`config.mk`:
```
export PLATFORM = sky130hd
export DESIGN_NAME = itw_target
export DESIGN_NICKNAME = d
export VERILOG_FILES = /design/src/common/itw_pkg.sv /design/src/hw/itw_sync.sv /design/src/hw/itw_watchdog.sv /design/src/hw/itw_target.sv
export SDC_FILE = /design/constraint.sdc
export NUM_CORES = 2
export LEC_CHECK = 0
export BUFFER_PORTS_ARGS = -buffer_cell sky130_fd_sc_hd__buf_2
export CAP_MARGIN = 5
export CORE_ASPECT_RATIO = 0.75
export CORE_MARGIN = 2
export CORE_UTILIZATION = 43
export CTS_BUF_LIST = sky130_fd_sc_hd__clkbuf_16
export DETAILED_ROUTE_END_ITERATION = 8
export GPL_TIMING_DRIVEN = 0
export PLACE_DENSITY = 0.63
export SLEW_MARGIN = 10
export SYNTH_ARGS = -nofsm -noshare
export SYNTH_HDL_FRONTEND = slang
export SYNTH_SLANG_ARGS = --single-unit
```
`constraint.sdc`:
```
create_clock -name clk_sys -period 6.2 [get_ports clk_sys]
set_input_delay 1.24 -clock clk_sys [delete_from_list [all_inputs] [get_ports clk_sys]]
set_output_delay 1.24 -clock clk_sys [all_outputs]
set_load 0.005 [all_outputs]
```
`src/common/itw_pkg.sv`:
```
// Constants for the register-port target with communication watchdog.
// Assumes a 40 MHz system clock; all bus pins are sampled, never clocked.
package itw_pkg;
    // Target address base; the two strap bits fill the low bits
    localparam logic [6:0] ADDR_BASE = 7'h50;
    localparam logic [7:0] GEN_CALL = 8'h00;
    // Register pointer map
    localparam logic [7:0] REG_LIVE = 8'h00;
    localparam logic [7:0] REG_FAULT = 8'h01;
    localparam logic [7:0] REG_CTRL = 8'h02;
    localparam logic [7:0] REG_WDSET = 8'h03;
    localparam logic [7:0] REG_ROLE = 8'h04;
    localparam logic [7:0] REG_CMD = 8'h05;
    localparam logic [7:0] REG_WO = 8'h06;
    localparam logic [7:0] MEM_BASE = 8'h10;
    // Field positions and values
    localparam int CTRL_WD_EN_BIT = 0;
    localparam int FAULT_COMM_BIT = 0;
    localparam logic [3:0] ROLE_OPEN = 4'hF;
    localparam logic [3:0] ROLE_RST = 4'h0;
    localparam logic [7:0] REG_RST = 8'h00;
    localparam logic [3:0] BYTE_BITS = 4'h8;
    // Watchdog timeouts, one per select code
    localparam int CLK_MHZ = 40;
    localparam int WD_TO0_US = 1000;
    localparam int WD_TO1_US = 2000;
    localparam int WD_TO2_US = 4000;
    localparam int WD_TO3_US = 8000;
    localparam int WD_TO0_CYC = WD_TO0_US * CLK_MHZ;
    localparam int WD_TO1_CYC = WD_TO1_US * CLK_MHZ;
    localparam int WD_TO2_CYC = WD_TO2_US * CLK_MHZ;
    localparam int WD_TO3_CYC = WD_TO3_US * CLK_MHZ;
    localparam int WDC_W = 20;
endpackage

```
`src/hw/itw_sync.sv`:
```
// Two-flop synchroniser for a group of unrelated levels.
// Assumes each bit is a slow level; no bus coherence between bits.
`timescale 1ns/1ps
module itw_sync
    #(parameter int W = 1)
(
    input wire logic clk_sys,
    input wire logic reset_n,
    input wire logic [W-1:0] d,
    output logic [W-1:0] q
);
    typedef struct packed {
        logic [W-1:0] s1;
        logic [W-1:0] s2;
    } itw_sync_t;

    itw_sync_t s_r;
    itw_sync_t s_nxt;

    always_comb
    begin
        s_nxt.s1 = d;
        s_nxt.s2 = s_r.s1;
    end

    always_ff @(posedge clk_sys)
    begin
        if (!reset_n)
            s_r <= '0;
        else
            s_r <= s_nxt;
    end

    assign q = s_r.s2;
endmodule

```
`src/hw/itw_watchdog.sv`:
```
// Communication watchdog: counts while enabled and the alert is pending.
// Assumes access is a one-cycle pulse per addressed bus transfer.
`timescale 1ns/1ps
module itw_watchdog
    import itw_pkg::*;
    #(parameter int TO0_CYC = WD_TO0_CYC,
      parameter int TO1_CYC = WD_TO1_CYC,
      parameter int TO2_CYC = WD_TO2_CYC,
      parameter int TO3_CYC = WD_TO3_CYC)
(
    input wire logic clk_sys,
    input wire logic reset_n,
    input wire logic enable,
    input wire logic alert_act,
    input wire logic access,
    input wire logic [1:0] sel,
    output logic expire
);
    typedef struct packed {
        logic [WDC_W-1:0] cnt;
        logic fired;
        logic expire;
    } itw_wd_t;

    itw_wd_t s_r;
    itw_wd_t s_nxt;
    logic [WDC_W-1:0] limit;

    always_comb
    begin
        case (sel)
            2'h0: limit = WDC_W'(TO0_CYC - 1);
            2'h1: limit = WDC_W'(TO1_CYC - 1);
            2'h2: limit = WDC_W'(TO2_CYC - 1);
            default: limit = WDC_W'(TO3_CYC - 1);
        endcase
    end

    always_comb
    begin
        s_nxt = s_r;
        s_nxt.expire = 1'b0;
        // One expiry per silent stretch; re-armed by access, alert drop or disable
        if (!enable || !alert_act || access)
        begin
            s_nxt.cnt = '0;
            s_nxt.fired = 1'b0;
        end
        else if (!s_r.fired)
        begin
            if (s_r.cnt == limit)
            begin
                s_nxt.expire = 1'b1;
                s_nxt.fired = 1'b1;
                s_nxt.cnt = '0;
            end
            else
                s_nxt.cnt = s_r.cnt + 1'b1;
        end
    end

    always_ff @(posedge clk_sys)
    begin
        if (!reset_n)
            s_r <= '0;
        else
            s_r <= s_nxt;
    end

    assign expire = s_r.expire;
endmodule

```
`src/hw/itw_target.sv`:
```
// Bus target register port with block transfers, access types, watchdog.
// Assumes SCL/SDA, the strap, enable and VBUS level arrive asynchronously;
// alert_req, cmd_done and hard_reset come from logic on clk_sys.
// Contract
// Word write: two bytes, pointer advances between
// Every byte shifted most significant bit first
// Block write up to 255 contiguous registers
// Controller loads transmit buffer by block write
// Store byte per eight clocks, ack ninth
// Byte read: pointer, repeated start, read, NACK
// Read data driven right after address ack
// Non-adjacent reads use separate stopped transactions
// Word read: controller acks first, NACKs second
// Block read returns 1 to 255 bytes
// Controller empties receive buffer by block read
// One byte per eight clocks, pointer increments
// Read-only registers return live value
// Write-only registers always read zero
// Write-one-to-clear latched bits; zero keeps
// Plain, dual and extended register update sources
// Watchdog runs only when enable bit set
// Watchdog counts while alert output asserted
// Any access clears watchdog count
// Timeout chosen by two-bit select field
// Expiry opens role field, discharges, flags error
// Discharge removed on first low crossing only
// Four timeout durations are parameters
// Respond only to strapped address 0x50-0x53
// Never hold SCL low
// Never acknowledge the general call address
// Alert is active-low open-drain output
`timescale 1ns/1ps
module itw_target
    import itw_pkg::*;
    #(parameter int TO0_CYC = WD_TO0_CYC,
      parameter int TO1_CYC = WD_TO1_CYC,
      parameter int TO2_CYC = WD_TO2_CYC,
      parameter int TO3_CYC = WD_TO3_CYC)
(
    input wire logic clk_sys,
    input wire logic reset_n,
    input wire logic scl,
    input wire logic sda_in,
    output logic sda_out,
    output logic sda_oe,
    output logic alert_n_out,
    output logic alert_n_oe,
    input wire logic alert_req,
    input wire logic [1:0] addr_sel,
    input wire logic dev_enable,
    input wire logic [7:0] live_status,
    input wire logic hard_reset,
    input wire logic cmd_done,
    input wire logic vbus_low,
    output logic vbus_discharge,
    output logic [3:0] role_control,
    output logic [7:0] cmd_value,
    output logic [7:0] wo_data,
    output logic wo_strobe,
    output logic [7:0] fault_status,
    output logic watchdog_enable_bit
);
    typedef enum logic [2:0] {ST_IDLE, ST_RX, ST_ACK, ST_TX, ST_RACK}
        itw_state_t;

    typedef struct packed {
        itw_state_t st;
        logic [3:0] bit_cnt;
        logic [7:0] sh;
        logic [1:0] phase;
        logic rw;
        logic nack;
        logic [7:0] ptr;
        logic sda_oe;
        logic scl_d;
        logic sda_d;
        logic en_d;
        logic vlow_d;
        logic [6:0] my_addr;
        logic [7:0] fault;
        logic [7:0] ctrl;
        logic [1:0] wd_sel;
        logic [3:0] role;
        logic [7:0] cmd;
        logic [7:0] wo_data;
        logic wo_stb;
        logic discharge;
        logic fault_pend;
        logic access;
    } itw_regs_t;

    itw_regs_t s_r;
    itw_regs_t s_nxt;
    logic [7:0] mem [0:255];
    logic [7:0] rd_byte;
    logic [5:0] sync_q;
    logic scl_s, sda_s, vlow_s, en_s;
    logic [1:0] addr_sel_s;
    logic scl_rise, scl_fall, start_c, stop_c;
    logic wd_expire;
    logic mem_we;
    logic wr_now;
    logic ld_tx;

    itw_sync #(.W(6)) u_sync (
        .clk_sys(clk_sys),
        .reset_n(reset_n),
        .d({scl, sda_in, vbus_low, dev_enable, addr_sel}),
        .q(sync_q)
    );
    assign {scl_s, sda_s, vlow_s, en_s, addr_sel_s} = sync_q;

    itw_watchdog #(
        .TO0_CYC(TO0_CYC),
        .TO1_CYC(TO1_CYC),
        .TO2_CYC(TO2_CYC),
        .TO3_CYC(TO3_CYC)
    ) u_wd (
        .clk_sys(clk_sys),
        .reset_n(reset_n),
        .enable(s_r.ctrl[CTRL_WD_EN_BIT]),
        .alert_act(alert_req),
        .access(s_r.access),
        .sel(s_r.wd_sel),
        .expire(wd_expire)
    );

    assign scl_rise = scl_s & ~s_r.scl_d;
    assign scl_fall = ~scl_s & s_r.scl_d;
    assign start_c = scl_s & s_r.scl_d & s_r.sda_d & ~sda_s;
    assign stop_c = scl_s & s_r.scl_d & ~s_r.sda_d & sda_s;

    // Read mux works on the pointer as it stands when a byte is loaded
    always_comb
    begin
        if (s_r.ptr == REG_LIVE)
            rd_byte = live_status;
        else if (s_r.ptr == REG_FAULT)
            rd_byte = s_r.fault;
        else if (s_r.ptr == REG_CTRL)
            rd_byte = s_r.ctrl;
        else if (s_r.ptr == REG_WDSET)
            rd_byte = {6'h00, s_r.wd_sel};
        else if (s_r.ptr == REG_ROLE)
            rd_byte = {4'h0, s_r.role};
        else if (s_r.ptr == REG_CMD)
            rd_byte = s_r.cmd;
        else if (s_r.ptr == REG_WO)
            rd_byte = 8'h00;
        else if (s_r.ptr >= MEM_BASE)
            rd_byte = mem[s_r.ptr];
        else
            rd_byte = 8'h00;
    end

    always_comb
    begin
        s_nxt = s_r;
        s_nxt.wo_stb = 1'b0;
        s_nxt.access = 1'b0;
        s_nxt.scl_d = scl_s;
        s_nxt.sda_d = sda_s;
        s_nxt.en_d = en_s;
        s_nxt.vlow_d = vlow_s;
        mem_we = 1'b0;
        wr_now = 1'b0;
        ld_tx = 1'b0;
        // Address is caught once per enable, not tracked afterwards
        if (en_s && !s_r.en_d)
            s_nxt.my_addr = ADDR_BASE | {5'h00, addr_sel_s};
        if (cmd_done || hard_reset)
            s_nxt.cmd = REG_RST;
        // Edge only: a later rise of VBUS does not re-arm it
        if (s_r.discharge && vlow_s && !s_r.vlow_d)
            s_nxt.discharge = 1'b0;
        if (!en_s || stop_c)
        begin
            s_nxt.st = ST_IDLE;
            s_nxt.sda_oe = 1'b0;
        end
        else if (start_c)
        begin
            s_nxt.st = ST_RX;
            s_nxt.bit_cnt = 4'h0;
            s_nxt.phase = 2'h0;
            s_nxt.sda_oe = 1'b0;
        end
        else
        begin
            case (s_r.st)
                ST_RX:
                begin
                    if (scl_rise)
                    begin
                        s_nxt.sh = {s_r.sh[6:0], sda_s};
                        s_nxt.bit_cnt = s_r.bit_cnt + 4'h1;
                    end
                    else if (scl_fall && s_r.bit_cnt == BYTE_BITS)
                    begin
                        s_nxt.bit_cnt = 4'h0;
                        s_nxt.st = ST_ACK;
                        s_nxt.sda_oe = 1'b1;
                        if (s_r.phase == 2'h0)
                        begin
                            if (s_r.sh[7:1] == s_r.my_addr &&
                                s_r.sh != GEN_CALL)
                            begin
                                s_nxt.rw = s_r.sh[0];
                                s_nxt.phase = 2'h1;
                                s_nxt.access = 1'b1;
                            end
                            else
                            begin
                                s_nxt.st = ST_IDLE;
                                s_nxt.sda_oe = 1'b0;
                            end
                        end
                        else if (s_r.phase == 2'h1)
                        begin
                            s_nxt.ptr = s_r.sh;
                            s_nxt.phase = 2'h2;
                        end
                        else
                        begin
                            wr_now = 1'b1;
                            // Pointer wraps, so any block length fits
                            s_nxt.ptr = s_r.ptr + 8'h01;
                            if (s_r.ptr == REG_FAULT)
                                s_nxt.fault = s_r.fault & ~s_r.sh;
                            else if (s_r.ptr == REG_CTRL)
                                s_nxt.ctrl = s_r.sh;
                            else if (s_r.ptr == REG_WDSET)
                                s_nxt.wd_sel = s_r.sh[1:0];
                            else if (s_r.ptr == REG_ROLE)
                                s_nxt.role = s_r.sh[3:0];
                            else if (s_r.ptr == REG_CMD)
                                s_nxt.cmd = s_r.sh;
                            else if (s_r.ptr == REG_WO)
                            begin
                                s_nxt.wo_data = s_r.sh;
                                s_nxt.wo_stb = 1'b1;
                            end
                            else if (s_r.ptr >= MEM_BASE)
                                mem_we = 1'b1;
                        end
                    end
                end
                ST_ACK:
                begin
                    if (scl_fall)
                    begin
                        if (s_r.rw)
                        begin
                            ld_tx = 1'b1;
                            s_nxt.sh = rd_byte;
                            s_nxt.sda_oe = ~rd_byte[7];
                            s_nxt.st = ST_TX;
                        end
                        else
                        begin
                            s_nxt.sda_oe = 1'b0;
                            s_nxt.st = ST_RX;
                        end
                    end
                end
                ST_TX:
                begin
                    if (scl_fall)
                    begin
                        if (s_r.bit_cnt == BYTE_BITS - 4'h1)
                        begin
                            s_nxt.bit_cnt = 4'h0;
                            s_nxt.sda_oe = 1'b0;
                            s_nxt.st = ST_RACK;
                            s_nxt.ptr = s_r.ptr + 8'h01;
                        end
                        else
                        begin
                            s_nxt.bit_cnt = s_r.bit_cnt + 4'h1;
                            s_nxt.sh = {s_r.sh[6:0], 1'b0};
                            s_nxt.sda_oe = ~s_r.sh[6];
                        end
                    end
                end
                ST_RACK:
                begin
                    if (scl_rise)
                        s_nxt.nack = sda_s;
                    else if (scl_fall)
                    begin
                        if (s_r.nack)
                            s_nxt.st = ST_IDLE;
                        else
                        begin
                            ld_tx = 1'b1;
                            s_nxt.sh = rd_byte;
                            s_nxt.sda_oe = ~rd_byte[7];
                            s_nxt.st = ST_TX;
                        end
                    end
                end
                default:
                    s_nxt.sda_oe = 1'b0;
            endcase
        end
        // Watchdog events come last so they win over a same-cycle write
        if (wd_expire)
        begin
            s_nxt.role = ROLE_OPEN;
            s_nxt.discharge = 1'b1;
            s_nxt.fault_pend = 1'b1;
        end
        else if (s_r.fault_pend)
        begin
            s_nxt.fault[FAULT_COMM_BIT] = 1'b1;
            s_nxt.fault_pend = 1'b0;
        end
    end

    always_ff @(posedge clk_sys)
    begin
        if (!reset_n)
            s_r <= '0;
        else
            s_r <= s_nxt;
    end

    always_ff @(posedge clk_sys)
    begin
        if (mem_we)
            mem[s_r.ptr] <= s_r.sh;
    end

    // No SCL output exists: the target never stretches the clock
    assign sda_out = 1'b0;
    assign sda_oe = s_r.sda_oe;
    assign alert_n_out = 1'b0;
    assign alert_n_oe = alert_req;
    assign vbus_discharge = s_r.discharge;
    assign role_control = s_r.role;
    assign cmd_value = s_r.cmd;
    assign wo_data = s_r.wo_data;
    assign wo_strobe = s_r.wo_stb;
    assign fault_status = s_r.fault;
    assign watchdog_enable_bit = s_r.ctrl[CTRL_WD_EN_BIT];
endmodule

```
==> impl_metrics.env <==
export IMPL_run_status="finished with violations"
export IMPL_failed_checks="capacitance limit, slew limit, setup timing"
export IMPL_synth_edf_count=2048
export IMPL_layout_nets=4660
export IMPL_io_buffers=51
export IMPL_cp_arrival_ps=7230
export IMPL_clock_sink_count=2167
export IMPL_ys_warn_count=0
export IMPL_clock_skew_ps=51.5
export IMPL_synthFlopType="edfxtp_1"
export IMPL_grt_pass1_wl_um=381000
export IMPL_ant_nets=0
export IMPL_ios=54
export IMPL_fin_crit_ps=6460
export IMPL_r2r_slack_ps=-260
export IMPL_syn_area_per_cell_um2=20.2
export IMPL_cap_violations=1
export IMPL_peakVddDrop_uv=324
export IMPL_synthCells=4217
export IMPL_worstSetupStartpointType="register"
export IMPL_route_detailed_wl_per_inst_um=38.3
export IMPL_worstPathRequired_ps=6960
export IMPL_root_buffer="clkbuf_16"
export IMPL_synth_area_mm2=0.0851
export IMPL_cp_endpoint="s_r[68]"
export IMPL_crit_type="register to register"
export IMPL_clk_latency_ps=870
export IMPL_yosys_area_top_type="edfxtp_1"
export IMPL_synth_most_common_cell="edfxtp_1"
export IMPL_hold_path_class="register to register"
export IMPL_place_gp_congestion=1.02
export IMPL_rsz0062_at_grt="false"
export IMPL_crit_fanout=10
export IMPL_grt_overflow_total=0
export IMPL_drt_iter0_drc=9486
export IMPL_postCtsSetupBuffers=0
export IMPL_yosysTopAreaCellShare=0.722
export IMPL_rr_endpoint="s_r[68]"
export IMPL_dr_pass1_iters=8
export IMPL_rr_worst_depth=12
export IMPL_core_mm2=0.197
export IMPL_clkTransAtPathRegs_ps=70
export IMPL_ys_seq_area_frac=0.750
export IMPL_post_dp_cell_area_mm2=0.0901
export IMPL_slew_headroom=-0.0128
export IMPL_min_period_over_period=1.04
export IMPL_ys_types=69
export IMPL_grt_max_degree=93
export IMPL_fin_cells=7453
export IMPL_grt_util_all_layers=0.280
export IMPL_drc=0
export IMPL_dp_hpwl_um=191000
export IMPL_p_per_area_mw_per_mm2=293
export IMPL_hold_buffers=0
export IMPL_fin_ws_ps=-264
export IMPL_via_per_inst=6.43
export IMPL_layout_drive_gt1_share=0.239
export IMPL_areaGrowthSynthToFinish_pct=13.5
export IMPL_worstSetupEndpointType="register"
export IMPL_max_freq_mhz=155
export IMPL_async_flop_share=0
export IMPL_htree_levels=4
export IMPL_wl_um=286000
export IMPL_fin_area_mm2=0.0966
export IMPL_grt_antenna_before_repair=24
export IMPL_synthTopCellsByCount="2048 x edfxtp_1, 571 x mux4_2, 356 x nor2_1, 126 x clkbuf_1, 126 x nand2_1"
export IMPL_whs_ps=440
export IMPL_die_h_um=389
export IMPL_setup_viol=1
export IMPL_hold_viol=0
export IMPL_rows=141
export IMPL_cts_tree="yes"
export IMPL_first_global_vias=43900
export IMPL_vias=47900
export IMPL_synth_area_leaders="edfxtp_1 72%, mux4_2 15%, dfxtp_1 2.8%"
export IMPL_cts_buffer_depth=3
export IMPL_synth_seq_cells=2167
export IMPL_worstMarginPinSlew_ps=1520
export IMPL_dieWidth_um=518
export IMPL_place_inst=7073
export IMPL_power_leakage_nw=27.4
export IMPL_die_area_mm2=0.202
export IMPL_initial_utilization=0.432
export IMPL_cts_buffers=197
export IMPL_slew_violations=11
-- cell type report --
class / instances / area [µm²]
Antenna cell: 8 / 20.0
Buffer: 282 / 1580
Clock buffer: 201 / 5030
Clock inverter: 169 / 1440
Fill cell: 16200 / 100000
Inverter: 20 / 75.1
Multi-Input combinational cell: 1877 / 20200
Sequential cell: 2167 / 63900
Tap cell: 2645 / 3310
Timing Repair Buffer: 84 / 1070
-- routing by layer --
layer	vias up	GRT usage	wire [µm]
li1	18000	-	-
met1	25100	0.406	112000
met2	4129	0.366	113000
met3	625	0.133	48900
met4	20	0.0937	11700
met5	-	0	206
-- cell usage in the layout, fill, tap and decap left out, types with 22 or more instances in the layout --
cell type,Yosys,routed
o22ai_1,22,22
o221ai_1,27,27
dfxtp_1,119,111
a21oi_1,114,114
nand2_1,126,126
buf_16,0,25
nor2b_1,24,24
conb_1,1,130
clkinv_2,0,39
mux2i_1,113,113
clkbuf_16,0,201
nand3_1,72,72
clkbuf_2,0,36
buf_2,49,111
inv_1,16,56
mux4_2,571,571
clkbuf_1,126,90
buf_4,62,63
and2_1,25,25
clkinv_1,2,50
o21ai_0,34,34
nor2_1,356,354
a22oi_1,32,32
edfxtp_1,2048,2048
-- critical path: stages (launching register included) --
cell and delay (ps):
dfxtp_1 430, buf_2 260, buf_2 490, buf_4 650
buf_4 450, buf_2 660, buf_1 770, a211oi_1 90
a2111oi_0 940, a31oi_1 230, a31oi_1 890, a21oi_1 210
a211oi_1 250
-- cell families after synthesis --
| kind of cell | after synthesis | synth area share |
|---|---|---|
| flops | 2167 | 0.750 |
| simple gates | 704 | 0.0370 |
| mux | 685 | 0.164 |
| compound gates | 321 | 0.0249 |
| buf+inv | 302 | 0.0188 |
| xor+xnor | 25 | 0.00257 |
| fa+ha+maj | 12 | 0.00176 |
| other cells | 1 | 0.0000441 |
-- how the worst min path moves through the flow --
stage | startpoint | endpoint | slack [ps] | cells past startpoint
after floorplan | u_sync.s_nxt[0] | u_sync.q[0] | 410 | 1
after global placement | u_sync.s_nxt[3] | u_sync.q[3] | 430 | 1
after detailed placement | u_sync.s_nxt[1] | u_sync.q[1] | 430 | 1
after CTS | u_sync.s_nxt[3] | u_sync.q[3] | 440 | 1
after global routing | u_sync.s_nxt[3] | u_sync.q[3] | 450 | 1
final | u_sync.s_nxt[3] | u_sync.q[3] | 440 | 1
-- sequential cells by signal, indices dropped and copies added, names as in the netlist, named ones only --
| name | cells |
|---|---|
| fault_status | 8 |
| wo_strobe | 1 |
| u_sync.s_nxt | 6 |
| watchdog_enable_bit | 1 |
| wo_data | 8 |
| mem | 2048 |
| u_wd.expire | 1 |
| vbus_discharge | 1 |
| u_wd.s_r | 21 |
| s_r | 45 |
| role_control | 4 |
| cmd_value | 8 |
| u_sync.q | 6 |
| sda_oe | 1 |
-- per-stage QoR --
stage,utilization,power [mW],TNS (ps),worst slack [ps]
5_1_grt,0.491,28.9,0,57.9
2_1_floorplan,-,16.2,0,1160
3_3_place_gp,0.453,16.2,-2927000,-2900
4_1_cts,0.490,28.3,0,134
3_5_place_dp,0.457,16.2,-247,-112
6_report,0.491,28.3,-264,-264
-- power by group --
group | internal [mW] | total, mW | switching [mW]
logic | 0.0252 | 0.0769 | 0.0517
registers | 15.8 | 15.8 | 0.00951
clock network | 6.79 | 12.4 | 5.66
total | 22.6 | 28.3 | 5.72
-- what timing repair did --
action / in CTS / in global routing
pin swaps: 0 / 0
resized for setup: 3 / 1
setup endpoints to repair: 3 / 2
Power figures use the tool's default switching activity.
